$ cat src/logic/clock_output_pkg.sv
// Package with register map, field layout and reset values of the block.
// Overview of operation
// - One four-bit pre-emphasis value drives all eight serial lanes together.
// - Trigger enable bit 7 low stops buffer and divider; high runs them.
// - Select 0,1,2 give 16,32,64 UI clocks; 3 timestamp; 4-7 reserved.
// - Serializer-derived trigger clocks pause while the serializer re-initializes.
// - Override bit 7 chooses pins or register fields as PLL control source.
// - With override, bits 5:4 set second divider output: off, /1, /2, /4.
// - Second divided output runs only while first divided output runs.
// - With override, bits 3:2 set first divider output: off, /1, /2, /4.
// - Without override, both mode fields are ignored; config pins decide.
// - With override, bit 1 replaces reference-select pin; 1 picks single-ended.
// - With override, bit 0 replaces PLL enable pin; 1 turns PLL on.
// - Trigger control resets to 0x00: disabled, 16 UI clock selected.
package clock_output_pkg;
	// Register offsets on the serial port.
	localparam logic [14:0] bias_addr = 15'h003F;
	localparam logic [14:0] emphasis_addr = 15'h0048;
	localparam logic [14:0] trigger_addr = 15'h0057;
	localparam logic [14:0] override_addr = 15'h0058;
	// Reset values.
	localparam logic [7:0] bias_reset = 8'h4F;
	localparam logic [7:0] emphasis_reset = 8'h00;
	localparam logic [7:0] trigger_reset = 8'h00;
	localparam logic [7:0] override_reset = 8'h00;
	// Field positions.
	localparam int trigger_enable_bit = 7;
	localparam int override_enable_bit = 7;
	localparam int refsel_value_bit = 1;
	localparam int pll_enable_value_bit = 0;
	localparam int second_mode_lsb = 4;
	localparam int first_mode_lsb = 2;
	// Serial frame: one read flag, fifteen address bits, eight data bits.
	localparam logic [4:0] header_bits = 5'h10;
	localparam logic [4:0] frame_bits = 5'h18;
	// Trigger select codes.
	localparam logic [2:0] sel_ui16 = 3'h0;
	localparam logic [2:0] sel_ui32 = 3'h1;
	localparam logic [2:0] sel_ui64 = 3'h2;
	localparam logic [2:0] sel_stamp = 3'h3;
	// Half periods of the UI clocks, counted in unit-interval ticks.
	localparam logic [5:0] half_ui16 = 6'h08;
	localparam logic [5:0] half_ui32 = 6'h10;
	localparam logic [5:0] half_ui64 = 6'h20;
	// Divided reference modes.
	localparam logic [1:0] refdiv_off = 2'h0;
	localparam logic [1:0] refdiv_by1 = 2'h1;
	localparam logic [1:0] refdiv_by2 = 2'h2;
	localparam logic [1:0] refdiv_by4 = 2'h3;
endpackage : clock_output_pkg

$ cat src/logic/ref_divider.sv
// Divider that makes one divided reference output from the sampled reference.
module ref_divider (
	// Clock and reset.
	input wire logic ref_clk,
	input wire logic rst,
	// Reference level and mode.
	input wire logic ref_level,
	input wire logic [1:0] mode,
	// Divided output.
	output logic div_out
);
	logic ref_prev_q;
	logic div2_q;
	logic [1:0] div4_q;
	logic rise;

	assign rise = ref_level & ~ref_prev_q;

	// Edge detector on the sampled reference level.
	always_ff @(posedge ref_clk or posedge rst) begin
		if (rst) begin
			ref_prev_q <= 1'b0;
		end else begin
			ref_prev_q <= ref_level;
		end
	end

	// Toggle stages; they keep running so a mode change lands mid-phase.
	always_ff @(posedge ref_clk or posedge rst) begin
		if (rst) begin
			div2_q <= 1'b0;
			div4_q <= 2'h0;
		end else if (rise) begin
			div2_q <= ~div2_q;
			div4_q <= div4_q + 2'h1;
		end
	end

	// Output register selects the stage; off holds the pin low.
	always_ff @(posedge ref_clk or posedge rst) begin
		if (rst) begin
			div_out <= 1'b0;
		end else begin
			case (mode)
				clock_output_pkg::refdiv_by1: div_out <= ref_level;
				clock_output_pkg::refdiv_by2: div_out <= div2_q;
				clock_output_pkg::refdiv_by4: div_out <= div4_q[1];
				default: div_out <= 1'b0;
			endcase
		end
	end
endmodule : ref_divider

$ cat src/logic/clock_output_config_regs.sv
// Serial-port register group for PLL bias, lane emphasis, trigger and overrides.
module clock_output_config_regs #(
	parameter int lane_count = 8
) (
	// Clock and reset.
	input wire logic ref_clk,
	input wire logic rst,
	// Serial register port, sampled on ref_clk.
	input wire logic spi_sclk,
	input wire logic spi_cs_n,
	input wire logic spi_sdi,
	output logic spi_sdo,
	output logic spi_sdo_oe,
	// Configuration pins.
	input wire logic pll_enable_pin,
	input wire logic ref_select_pin,
	input wire logic clock_config_pin_a,
	input wire logic clock_config_pin_b,
	// Reference, lane timing and timestamp.
	input wire logic pll_ref_level,
	input wire logic ui_tick,
	input wire logic serializer_reinit,
	input wire logic timestamp_input,
	// PLL controls.
	output logic [6:0] oscillator_bias_level,
	output logic pll_enable,
	output logic single_ended_ref_select,
	// Lane emphasis, one field per lane.
	output logic [lane_count*4-1:0] lane_emphasis_level,
	// Clock outputs.
	output logic aux_output,
	output logic refdiv_output_a,
	output logic refdiv_output_b
);
	// Stored registers, serial engine state and derived controls.
	logic [7:0] bias_q;
	logic [7:0] emphasis_q;
	logic [7:0] trigger_q;
	logic [7:0] override_q;
	logic sclk_prev_q;
	logic [4:0] count_q;
	logic [23:0] shift_q;
	logic [7:0] out_q;
	logic is_read_q;
	logic sclk_rise;
	logic sclk_fall;
	logic [23:0] shift_d;
	logic [7:0] read_data;
	logic [1:0] first_mode;
	logic [1:0] second_mode;
	logic aux_enable;
	logic [2:0] aux_output_select;
	logic [5:0] half_count;
	logic [5:0] ui_count_q;

	// Edges are judged against the last sample, so sclk must be slow.
	assign sclk_rise = spi_sclk & ~sclk_prev_q & ~spi_cs_n;
	assign sclk_fall = ~spi_sclk & sclk_prev_q & ~spi_cs_n;
	assign shift_d = {shift_q[22:0], spi_sdi};

	// Serial clock edge history.
	always_ff @(posedge ref_clk or posedge rst) begin
		if (rst) begin
			sclk_prev_q <= 1'b0;
		end else begin
			sclk_prev_q <= spi_sclk;
		end
	end

	// Bit counter and input shifter; chip select high restarts the frame.
	always_ff @(posedge ref_clk or posedge rst) begin
		if (rst) begin
			count_q <= 5'h00;
			shift_q <= 24'h000000;
		end else if (spi_cs_n) begin
			count_q <= 5'h00;
		end else if (sclk_rise && count_q != clock_output_pkg::frame_bits) begin
			count_q <= count_q + 5'h01;
			shift_q <= shift_d;
		end
	end

	// Read data selected by the captured address; unmapped reads give zero.
	always_comb begin
		case (shift_q[14:0])
			clock_output_pkg::bias_addr: read_data = bias_q;
			clock_output_pkg::emphasis_addr: read_data = emphasis_q;
			clock_output_pkg::trigger_addr: read_data = trigger_q;
			clock_output_pkg::override_addr: read_data = override_q;
			default: read_data = 8'h00;
		endcase
	end

	// Output shifter loads after the header and moves on falling edges.
	always_ff @(posedge ref_clk or posedge rst) begin
		if (rst) begin
			out_q <= 8'h00;
			is_read_q <= 1'b0;
		end else if (spi_cs_n) begin
			is_read_q <= 1'b0;
		end else if (sclk_fall && count_q == clock_output_pkg::header_bits
				&& !is_read_q && shift_q[15]) begin
			is_read_q <= 1'b1;
			out_q <= read_data;
		end else if (sclk_fall && is_read_q) begin
			out_q <= {out_q[6:0], 1'b0};
		end
	end

	// Read data leaves from a flip-flop; driven only during a read body.
	assign spi_sdo = out_q[7];
	assign spi_sdo_oe = is_read_q;

	// Register writes commit on the last data edge of a write frame.
	// Reserved bits are stored as written, since software restores defaults.
	always_ff @(posedge ref_clk or posedge rst) begin
		if (rst) begin
			bias_q <= clock_output_pkg::bias_reset;
			emphasis_q <= clock_output_pkg::emphasis_reset;
			trigger_q <= clock_output_pkg::trigger_reset;
			override_q <= clock_output_pkg::override_reset;
		end else if (sclk_rise && !shift_q[22]
				&& count_q == clock_output_pkg::frame_bits - 5'h01) begin
			case (shift_d[22:8])
				clock_output_pkg::bias_addr: bias_q <= shift_d[7:0];
				clock_output_pkg::emphasis_addr: emphasis_q <= shift_d[7:0];
				clock_output_pkg::trigger_addr: trigger_q <= shift_d[7:0];
				clock_output_pkg::override_addr: override_q <= shift_d[7:0];
				default: ;
			endcase
		end
	end

	// Bias goes straight to the oscillator; the PLL reset is software's job.
	// A bias change without that hold may upset a running oscillator.
	assign oscillator_bias_level = bias_q[6:0];

	// One emphasis field copied to every lane at once.
	// Separate per-lane fields could drift apart, so the copy is wired.
	for (genvar lane = 0; lane < lane_count; lane++) begin : g_lane
		assign lane_emphasis_level[lane*4 +: 4] = emphasis_q[3:0];
	end

	// Pin or register control, a plain mux so a write acts at once.
	// In pin mode the stored value fields are ignored entirely.
	always_comb begin
		if (override_q[clock_output_pkg::override_enable_bit]) begin
			pll_enable = override_q[clock_output_pkg::pll_enable_value_bit];
			single_ended_ref_select =
				override_q[clock_output_pkg::refsel_value_bit];
			first_mode = override_q[clock_output_pkg::first_mode_lsb +: 2];
			second_mode =
				override_q[clock_output_pkg::second_mode_lsb +: 2];
		end else begin
			pll_enable = pll_enable_pin;
			single_ended_ref_select = ref_select_pin;
			first_mode = {clock_config_pin_b, clock_config_pin_a};
			second_mode = {clock_config_pin_b, clock_config_pin_a};
		end
	end

	// The first divider output.
	ref_divider u_div_a (
		.ref_clk(ref_clk),
		.rst(rst),
		.ref_level(pll_ref_level),
		.mode(first_mode),
		.div_out(refdiv_output_a)
	);

	// The second output is forced off whenever the first is off.
	ref_divider u_div_b (
		.ref_clk(ref_clk),
		.rst(rst),
		.ref_level(pll_ref_level),
		.mode(first_mode == clock_output_pkg::refdiv_off ?
			clock_output_pkg::refdiv_off : second_mode),
		.div_out(refdiv_output_b)
	);

	// Trigger control fields.
	assign aux_enable = trigger_q[clock_output_pkg::trigger_enable_bit];
	assign aux_output_select = trigger_q[2:0];

	// Half period of the selected UI clock.
	// Reserved codes reuse the slowest count; their output stays low anyway.
	always_comb begin
		case (aux_output_select)
			clock_output_pkg::sel_ui16: half_count = clock_output_pkg::half_ui16;
			clock_output_pkg::sel_ui32: half_count = clock_output_pkg::half_ui32;
			default: half_count = clock_output_pkg::half_ui64;
		endcase
	end

	// UI divider; disabled or a serializer restart holds it, so the clock
	// pauses and restarts from a known phase.
	always_ff @(posedge ref_clk or posedge rst) begin
		if (rst) begin
			ui_count_q <= 6'h00;
		end else if (!aux_enable || serializer_reinit) begin
			ui_count_q <= 6'h00;
		end else if (ui_tick) begin
			ui_count_q <= (ui_count_q == half_count - 6'h01) ? 6'h00 :
				ui_count_q + 6'h01;
		end
	end

	// Trigger output: low when disabled or reserved, else clock or timestamp.
	// Holding reserved codes low keeps a bad select from clocking a receiver.
	always_ff @(posedge ref_clk or posedge rst) begin
		if (rst) begin
			aux_output <= 1'b0;
		end else if (!aux_enable) begin
			aux_output <= 1'b0;
		end else if (aux_output_select == clock_output_pkg::sel_stamp) begin
			aux_output <= timestamp_input;
		end else if (aux_output_select > clock_output_pkg::sel_stamp) begin
			aux_output <= 1'b0;
		end else if (serializer_reinit) begin
			aux_output <= 1'b0;
		end else if (ui_tick && ui_count_q == half_count - 6'h01) begin
			aux_output <= ~aux_output;
		end
	end
endmodule : clock_output_config_regs

$ cat config.mk
export PLATFORM = sky130hd
export DESIGN_NAME = clock_output_config_regs
export DESIGN_NICKNAME = d
export VERILOG_FILES = /design/src/logic/clock_output_pkg.sv /design/src/logic/ref_divider.sv /design/src/logic/clock_output_config_regs.sv
export SDC_FILE = /design/constraint.sdc
export NUM_CORES = 1
export LEC_CHECK = 0
export BUFFER_PORTS_ARGS = -buffer_cell sky130_fd_sc_hd__buf_4
export CELL_PAD_IN_SITES_DETAIL_PLACEMENT = 0
export CELL_PAD_IN_SITES_GLOBAL_PLACEMENT = 1
export CORE_MARGIN = 2
export CORE_UTILIZATION = 43
export CTS_BUF_LIST = sky130_fd_sc_hd__clkbuf_2
export DETAILED_ROUTE_END_ITERATION = 8
export PLACE_DENSITY_LB_ADDON = 0.08
export REMOVE_ABC_BUFFERS = 1
export SETUP_SLACK_MARGIN = 0.05
export SYNTH_ARGS = -nofsm -noshare
export SYNTH_HDL_FRONTEND = slang
export SYNTH_SLANG_ARGS = --single-unit
$ cat constraint.sdc
create_clock -name ref_clk -period 2.4 [get_ports ref_clk]
set_clock_uncertainty 0.1 [all_clocks]
set_input_delay 0.24 -clock ref_clk [delete_from_list [all_inputs] [get_ports ref_clk]]
set_output_delay 0.24 -clock ref_clk [all_outputs]
set_load 0.05 [all_outputs]
==> results of run 1 <==
## routing by layer
layer	wire length [um]	GRT usage	share of wire	vias to the layer above
met4	136	0.0514	0.015	0
met5	0	0	0	-
met1	4330	0.235	0.47	1444
met3	218	0.0349	0.024	12
li1	-	-	-	1398
met2	4430	0.295	0.49	36
## worst register-to-register path: cells and delay by family, from the launching register on
family	cells	cell delay, ns
XOR/XNOR	1	0.38
AND/OR/NAND/NOR	2	0.62
adder cells (fa/ha/maj)	1	0.21
AO/OA/AOI/OAI	3	0.46
flip-flops	1	0.46
## cell usage in the layout (no fill, tap or decap), types with 3 or more instances in the layout
| cell type | instances |
|---|---|
| buf_4 | 82 |
| dfrtp_1 | 81 |
| mux2_2 | 56 |
| nand2_1 | 21 |
| nor2_1 | 15 |
| a22oi_1 | 14 |
| mux2i_1 | 12 |
| a21oi_1 | 12 |
| clkbuf_2 | 9 |
| dlygate4sd3_1 | 9 |
| nand3_1 | 8 |
| o22ai_1 | 8 |
| xnor2_1 | 8 |
| inv_1 | 7 |
| nor2b_1 | 5 |
| dfstp_2 | 5 |
| nor3_1 | 4 |
| nand2b_1 | 4 |
| clkinv_2 | 4 |
| buf_12 | 4 |
| nor3b_1 | 3 |
| o21ai_0 | 3 |
| nand4_1 | 3 |
| nor4_1 | 3 |
| nor4_2 | 3 |
| xor2_1 | 3 |
| ha_1 | 3 |
## cell families after synthesis
kind of cell,count (synthesis)
simple gates,89
flops,86
mux,69
buf+inv,59
compound gates,49
xor+xnor,13
fa+ha+maj,5
## where the power goes
| group | switching [uW] | internal, uW |
|---|---|---|
| Sequential | 171 | 1580 |
| Combinational | 279 | 265 |
| Clock | 513 | 245 |
| Total | 963 | 2100 |
## final timing paths
kind                                          startpoint                            end  slack (ns)  depth (start not counted)
max                             trigger_q[0]$_DFFE_PP0P_         aux_output$_DFFE_PP0P_        0.11                          7
min                                   clock_config_pin_b      u_div_b.div_out$_DFF_PP0_        0.06                          4
max reg2reg                     trigger_q[0]$_DFFE_PP0P_         aux_output$_DFFE_PP0P_        0.11                          7
min reg2reg                u_div_a.div4_q[0]$_DFFE_PP0P_  u_div_a.div4_q[0]$_DFFE_PP0P_        0.39                          1
max in group asynchronous                            rst          bias_q[3]$_DFFE_PP1P_        1.43                          4
min in group asynchronous                            rst      override_q[7]$_DFFE_PP0P_        0.14                          3
## what timing repair did
item	CTS	global route
setup buffers	2	1
gates cloned	0	0
hold buffers	7	2
resized for setup	5	1
hold endpoints to repair	106	3
endpoints found under the setup margin	5	13
pin swaps	3	2
## registers in the layout, indices dropped and copies added (netlist names)
signal and cells:
emphasis_q 8, u_div_a.div2_q 1, u_div_a.div_out 1, out_q 8
trigger_q 8, ui_count_q 6, count_q 5, u_div_b.ref_prev_q 1
spi_sdo_oe 1, u_div_b.div_out 1, sclk_prev_q 1, u_div_b.div4_q 2
override_q 8, shift_q 23, aux_output 1, bias_q 8
u_div_a.div4_q 2, u_div_b.div2_q 1
## metrics by stage
step                      std cells  power, uW  instance area, sq um  setup slack [ns]
after CTS                       560       3090                  5100            0.0774
after detailed placement        535       2320                  4870            -0.119
final                           563       3060                  5130             0.108
after floorplan                 319       2090                  4030             -1.05
after global routing            563       3240                  5130            0.0462
after global placement          535       2310                  4870           -0.0696
## final cells by class
class	count	area, sq um
Fill cell	911	4690
Sequential cell	86	2160
Multi-Input combinational cell	225	1870
Timing Repair Buffer	95	786
Tap cell	133	166
Clock inverter	7	71.3
Clock buffer	9	45.0
Inverter	8	31.3
## cells in the mapped netlist (3+ instances only)
cell type  count  area [sq um]
inv_1          8          30.0
mux2i_1       12           120
xor2_1         3          26.3
ha_1           5          62.6
nand3_1        8          40.0
nor4_1         4          25.0
buf_2          5          25.0
o22ai_1        8          50.1
xnor2_1        9          78.8
dfrtp_1       81          2030
nor3b_1        3          22.5
nand2_1       21          78.8
mux2_2        56           631
nor2_1        16          60.1
buf_4         40           300
a22oi_1       14           105
dfstp_2        5           131
a21oi_1       12          60.1
nand2b_1       4          25.0
clkbuf_1       5          18.8
nor3_1         4          20.0
nand4_1        3          18.8
o21ai_0        3          15.0
nor2b_1        5          31.3
==> impl_metrics.json, run 1 <==
{
  "vdd_drop_max_mv": 0.299,
  "crit_chain": "or3_4 > ha_2 > xor3_1 > a2111oi_4 > and2_4 > a21oi_1 > o32a_1",
  "drive_above_1_share": 0.423,
  "ctsLongestPathBuffers": 2,
  "dieArea_sq_mm": 0.0110,
  "coreArea_sq_mm": 0.00982,
  "maxSlewViolCount": 0,
  "power_density_mw_per_mm2": 596,
  "insertion_delay_ns": 0.55,
  "rsz0062_at_grt": "true",
  "antenna_cells": 0,
  "gp_congestion": 0.787,
  "synth_seq_cells": 86,
  "worstSetupPathType": "flip-flop to flip-flop",
  "async_flop_share": 1.00,
  "syn_area_sq_mm": 0.00437,
  "synthSimpleGateAreaFrac": 0.121,
  "antenna_left": 0,
  "drc": 0,
  "ys_warn_count": 0,
  "tightest_slew_ns": 0.545,
  "yosysSeqAreaShare": 0.494,
  "synth-compound-area-share": 0.0813,
  "final-hold-violation-count": 0,
  "synth_xor_area_frac": 0.0295,
  "initial_utilization": 0.445,
  "leakagePower_uw": 0.00247,
  "period_needed_ns": 2.29,
  "syn-instance-count": 370,
  "drv_cap": 0,
  "synthAdderAreaFrac": 0.0143,
  "h-tree-depth": 3,
  "grtUsageTotal": 0.177,
  "grt_overflow": 0,
  "num_vias": 2890,
  "cp.arrival_ns": 2.67,
  "finalNetCount": 443,
  "antenna_found_initial": 0,
  "crit_path_end_kind": "flip-flop",
  "dr.pass1.iters": 4,
  "post_synth.cell_area_avg_sq_um": 11.8,
  "routed_wl_um": 9120,
  "synth_edf_count": 0,
  "status": "finished clean",
  "path_clk_slew_ns": 0.25,
  "dp_hpwl_um": 6210,
  "synth_top_family_by_area": "multiplexers",
  "io_buffers": 58,
  "rows": 36,
  "hold_class": "input port to flip-flop",
  "start_kind": "flip-flop",
  "finalSetupViolCount": 0,
  "slowest_stage": "dfrtp_1",
  "worstPathMaxFanout": 3,
  "grt_max_degree": 33,
  "ios": 59,
  "relSlewSlack": 0.633,
  "die_x_um": 105,
  "grt_pass1_wl_um": 15600,
  "syn_to_final_growth_pct": 17.4,
  "synth-main-ff-cell": "dfrtp_1",
  "final_core_util": 0.523,
  "vias_per_cell": 5.13,
  "finalSetupTns_ns": 0,
  "crit_required_ns": 2.78,
  "dieHeight_um": 105,
  "cts_sinks": 86,
  "cts_tree": "yes",
  "cp_slowest_stage_delay_ns": 0.46,
  "synth_cell_types": 55,
  "wire_per_inst_um": 16.2,
  "whs_ns": 0.0591,
  "drtIter0Drc": 98,
  "numCtsBuffers": 9,
  "fin_crit_sh": 0.955,
  "grt_pass1_vias": 3111,
  "crit_buf_inv": 0,
  "clock-root-buffer": "clkbuf_2",
  "timing.fmax_ghz": 0.436,
  "synthMuxAreaShare": 0.174,
  "critical_path.top_delay_family": "simple AND/OR/NAND/NOR gates"
}
(Power assumes the default switching activity.)
==> run 2: changes to the inputs <==
--- a/config.mk
+++ b/config.mk
@@ -6,7 +6,7 @@
 export NUM_CORES = 1
 export LEC_CHECK = 0
 export BUFFER_PORTS_ARGS = -buffer_cell sky130_fd_sc_hd__buf_4
-export CELL_PAD_IN_SITES_DETAIL_PLACEMENT = 0
+export CELL_PAD_IN_SITES_DETAIL_PLACEMENT = 1
 export CELL_PAD_IN_SITES_GLOBAL_PLACEMENT = 1
 export CORE_MARGIN = 2
 export CORE_UTILIZATION = 43
==> run 2 against run 1 <==
Against the previous run:
- combinational power up 1%
- wire length up 9.4%
- core utilization down 0.18 points
- clock power up 11%
- total power up 3.1%
- critical path type unchanged
- largest power group unchanged
==> impl_metrics.json, run 2 (synthesized netlist as in run 1, its figures left out) <==
{
  "fillers": 1089,
  "dieArea_sq_mm": 0.0110,
  "antenna_found_initial": 0,
  "antenna_cells": 0,
  "finalSetupViolCount": 0,
  "ios": 59,
  "vdd_drop_max_mv": 0.442,
  "grt_max_degree": 33,
  "r2r_start": "trigger_q[2]$_DFFE_PP0P_",
  "top_register": "shift_q",
  "worstPathMaxFanout": 3,
  "dieHeight_um": 105,
  "routed_wl_um": 9970,
  "dr.pass1.iters": 4,
  "final-hold-violation-count": 0,
  "gp_congestion": 0.787,
  "leakagePower_uw": 0.00246,
  "mostFrequentLayoutCells": "dfrtp_1 (81), buf_4 (81), mux2_2 (56), nand2_1 (21), nor2_1 (15)",
  "status": "finished clean",
  "period_needed_ns": 2.29,
  "clock-root-buffer": "clkbuf_2",
  "drtIter0Drc": 81,
  "cts_tree": "yes",
  "cp_slowest_stage_delay_ns": 0.46,
  "coreArea_sq_mm": 0.00982,
  "die_x_um": 105,
  "num_vias": 2956,
  "hold_path_end": "u_div_b.div_out$_DFF_PP0_",
  "rsz0062_at_grt": "true",
  "total_power_uw": 3150,
  "path_clk_slew_ns": 0.23,
  "insertion_delay_ns": 0.53,
  "grt_overflow": 0,
  "slowest_stage": "dfrtp_1",
  "grt_pass1_wl_um": 16700,
  "worst_r2r_endpoint": "aux_output$_DFFE_PP0P_",
  "dp_hpwl_um": 6910,
  "drc": 0,
  "finalNetCount": 440,
  "maxSlewViolCount": 0,
  "start_kind": "flip-flop",
  "hold_class": "input port to flip-flop",
  "cts_sinks": 86,
  "crit_required_ns": 2.75,
  "setup.worst_path.start": "trigger_q[2]$_DFFE_PP0P_",
  "cp.arrival_ns": 2.63,
  "power_density_mw_per_mm2": 617,
  "holdCritStartpoint": "clock_config_pin_b",
  "wire_per_inst_um": 17.8,
  "tightest_slew_ns": 0.695,
  "vias_per_cell": 5.28,
  "io_buffers": 58,
  "seq_area_sq_mm": 0.00216,
  "rows": 36,
  "largest_reg_flops": 23,
  "grt_pass1_vias": 3195,
  "syn_to_final_growth_pct": 17.0,
  "drive_above_1_share": 0.419,
  "drv_cap": 0,
  "crit_chain": "or3_4 > ha_1 > xnor2_1 > a2111oi_4 > and2_4 > buf_4 > o32a_1",
  "final_core_util": 0.521,
  "crit_path_end_kind": "flip-flop",
  "worstSetupPathType": "flip-flop to flip-flop",
  "numCtsBuffers": 9,
  "ff2ff_setup_slack_ns": 0.11,
  "antenna_left": 0,
  "ctsLongestPathBuffers": 2,
  "fin_crit_sh": 0.952,
  "relSlewSlack": 0.532,
  "timing.fmax_ghz": 0.438,
  "ff2ff_path_depth": 7,
  "grtUsageTotal": 0.194,
  "h-tree-depth": 3,
  "initial_utilization": 0.445,
  "hold_depth": 4,
  "multi_input_area_sq_mm": 0.00187
}
## run 2: cell types whose count changed in the layout (fill, tap and decap cells not counted), moves of 2 or more
cell           change
clkbuf_2           +2
clkinv_2           -2
inv_6              -2
dlygate4sd3_1      -2
## run 2: per-stage QoR
step	TNS (ns)	setup slack, ns	area (sq um)	std cells	hold WS [ns]
after floorplan	-49.18	-1.05	4030	319	0.171
after global placement	-0.203	-0.0696	4870	535	0.205
after detailed placement	-0.495	-0.130	4870	535	0.208
after CTS	0	0.0473	5100	560	0.00974
after global routing	0	0.0334	5110	560	0.0513
final	0	0.115	5110	560	0.0793
## run 2: report_power, final
part / switching (uW) / leakage [uW] / internal, uW / total [uW]
clock network: 491 / 0.0000796 / 348 / 839
logic: 288 / 0.00123 / 264 / 552
registers: 179 / 0.00114 / 1580 / 1760
total: 958 / 0.00246 / 2200 / 3150
## run 2: area by class of cell
type,instances,area share
timing repair buffer,92,0.148
sequential,86,0.422
multi-input combinational,225,0.365
inverter,8,0.00612
tap,133,0.0325
clock inverter,5,0.0149
clock buffer,11,0.0108
## run 2: worst max-delay path by stage
stage / slack, ns / cells after the start / endpoint
3_3_place_gp: -0.07 / 7 / aux_output$_DFFE_PP0P_
2_1_floorplan: -1.05 / 4 / out_q[1]$_DFFE_PP0P_
6_report: 0.11 / 7 / aux_output$_DFFE_PP0P_
4_1_cts: 0.05 / 7 / aux_output$_DFFE_PP0P_
5_1_grt: 0.03 / 7 / ui_count_q[4]$_DFFE_PP0P_
3_5_place_dp: -0.13 / 7 / aux_output$_DFFE_PP0P_
## run 2: worst max-delay path, delay by kind of cell, from the launching register on
family | cells | cell delay (ns)
and+or+nand+nor | 2 | 0.57
DFF | 1 | 0.46
AOI/OAI and AO/OA | 2 | 0.39
adders and majority gates | 1 | 0.31
xor gates and xnor gates | 1 | 0.25
buffers and inverters | 1 | 0.13
## run 2: metal layers
layer | part of all wire | global-route usage | vias up
li1 | - | - | 1393
met1 | 0.47 | 0.260 | 1517
met2 | 0.49 | 0.321 | 35
met3 | 0.020 | 0.0262 | 11
met4 | 0.013 | 0.0714 | 0
met5 | 0 | 0 | -
## run 2: timing repair
action	CTS	global route
hold endpoints to repair	109	0
gates resized for setup	4	2
hold buffers	7	0
cloned	0	0
pin swaps	3	1
buffers inserted	2	0
endpoints found under the setup margin	13	11
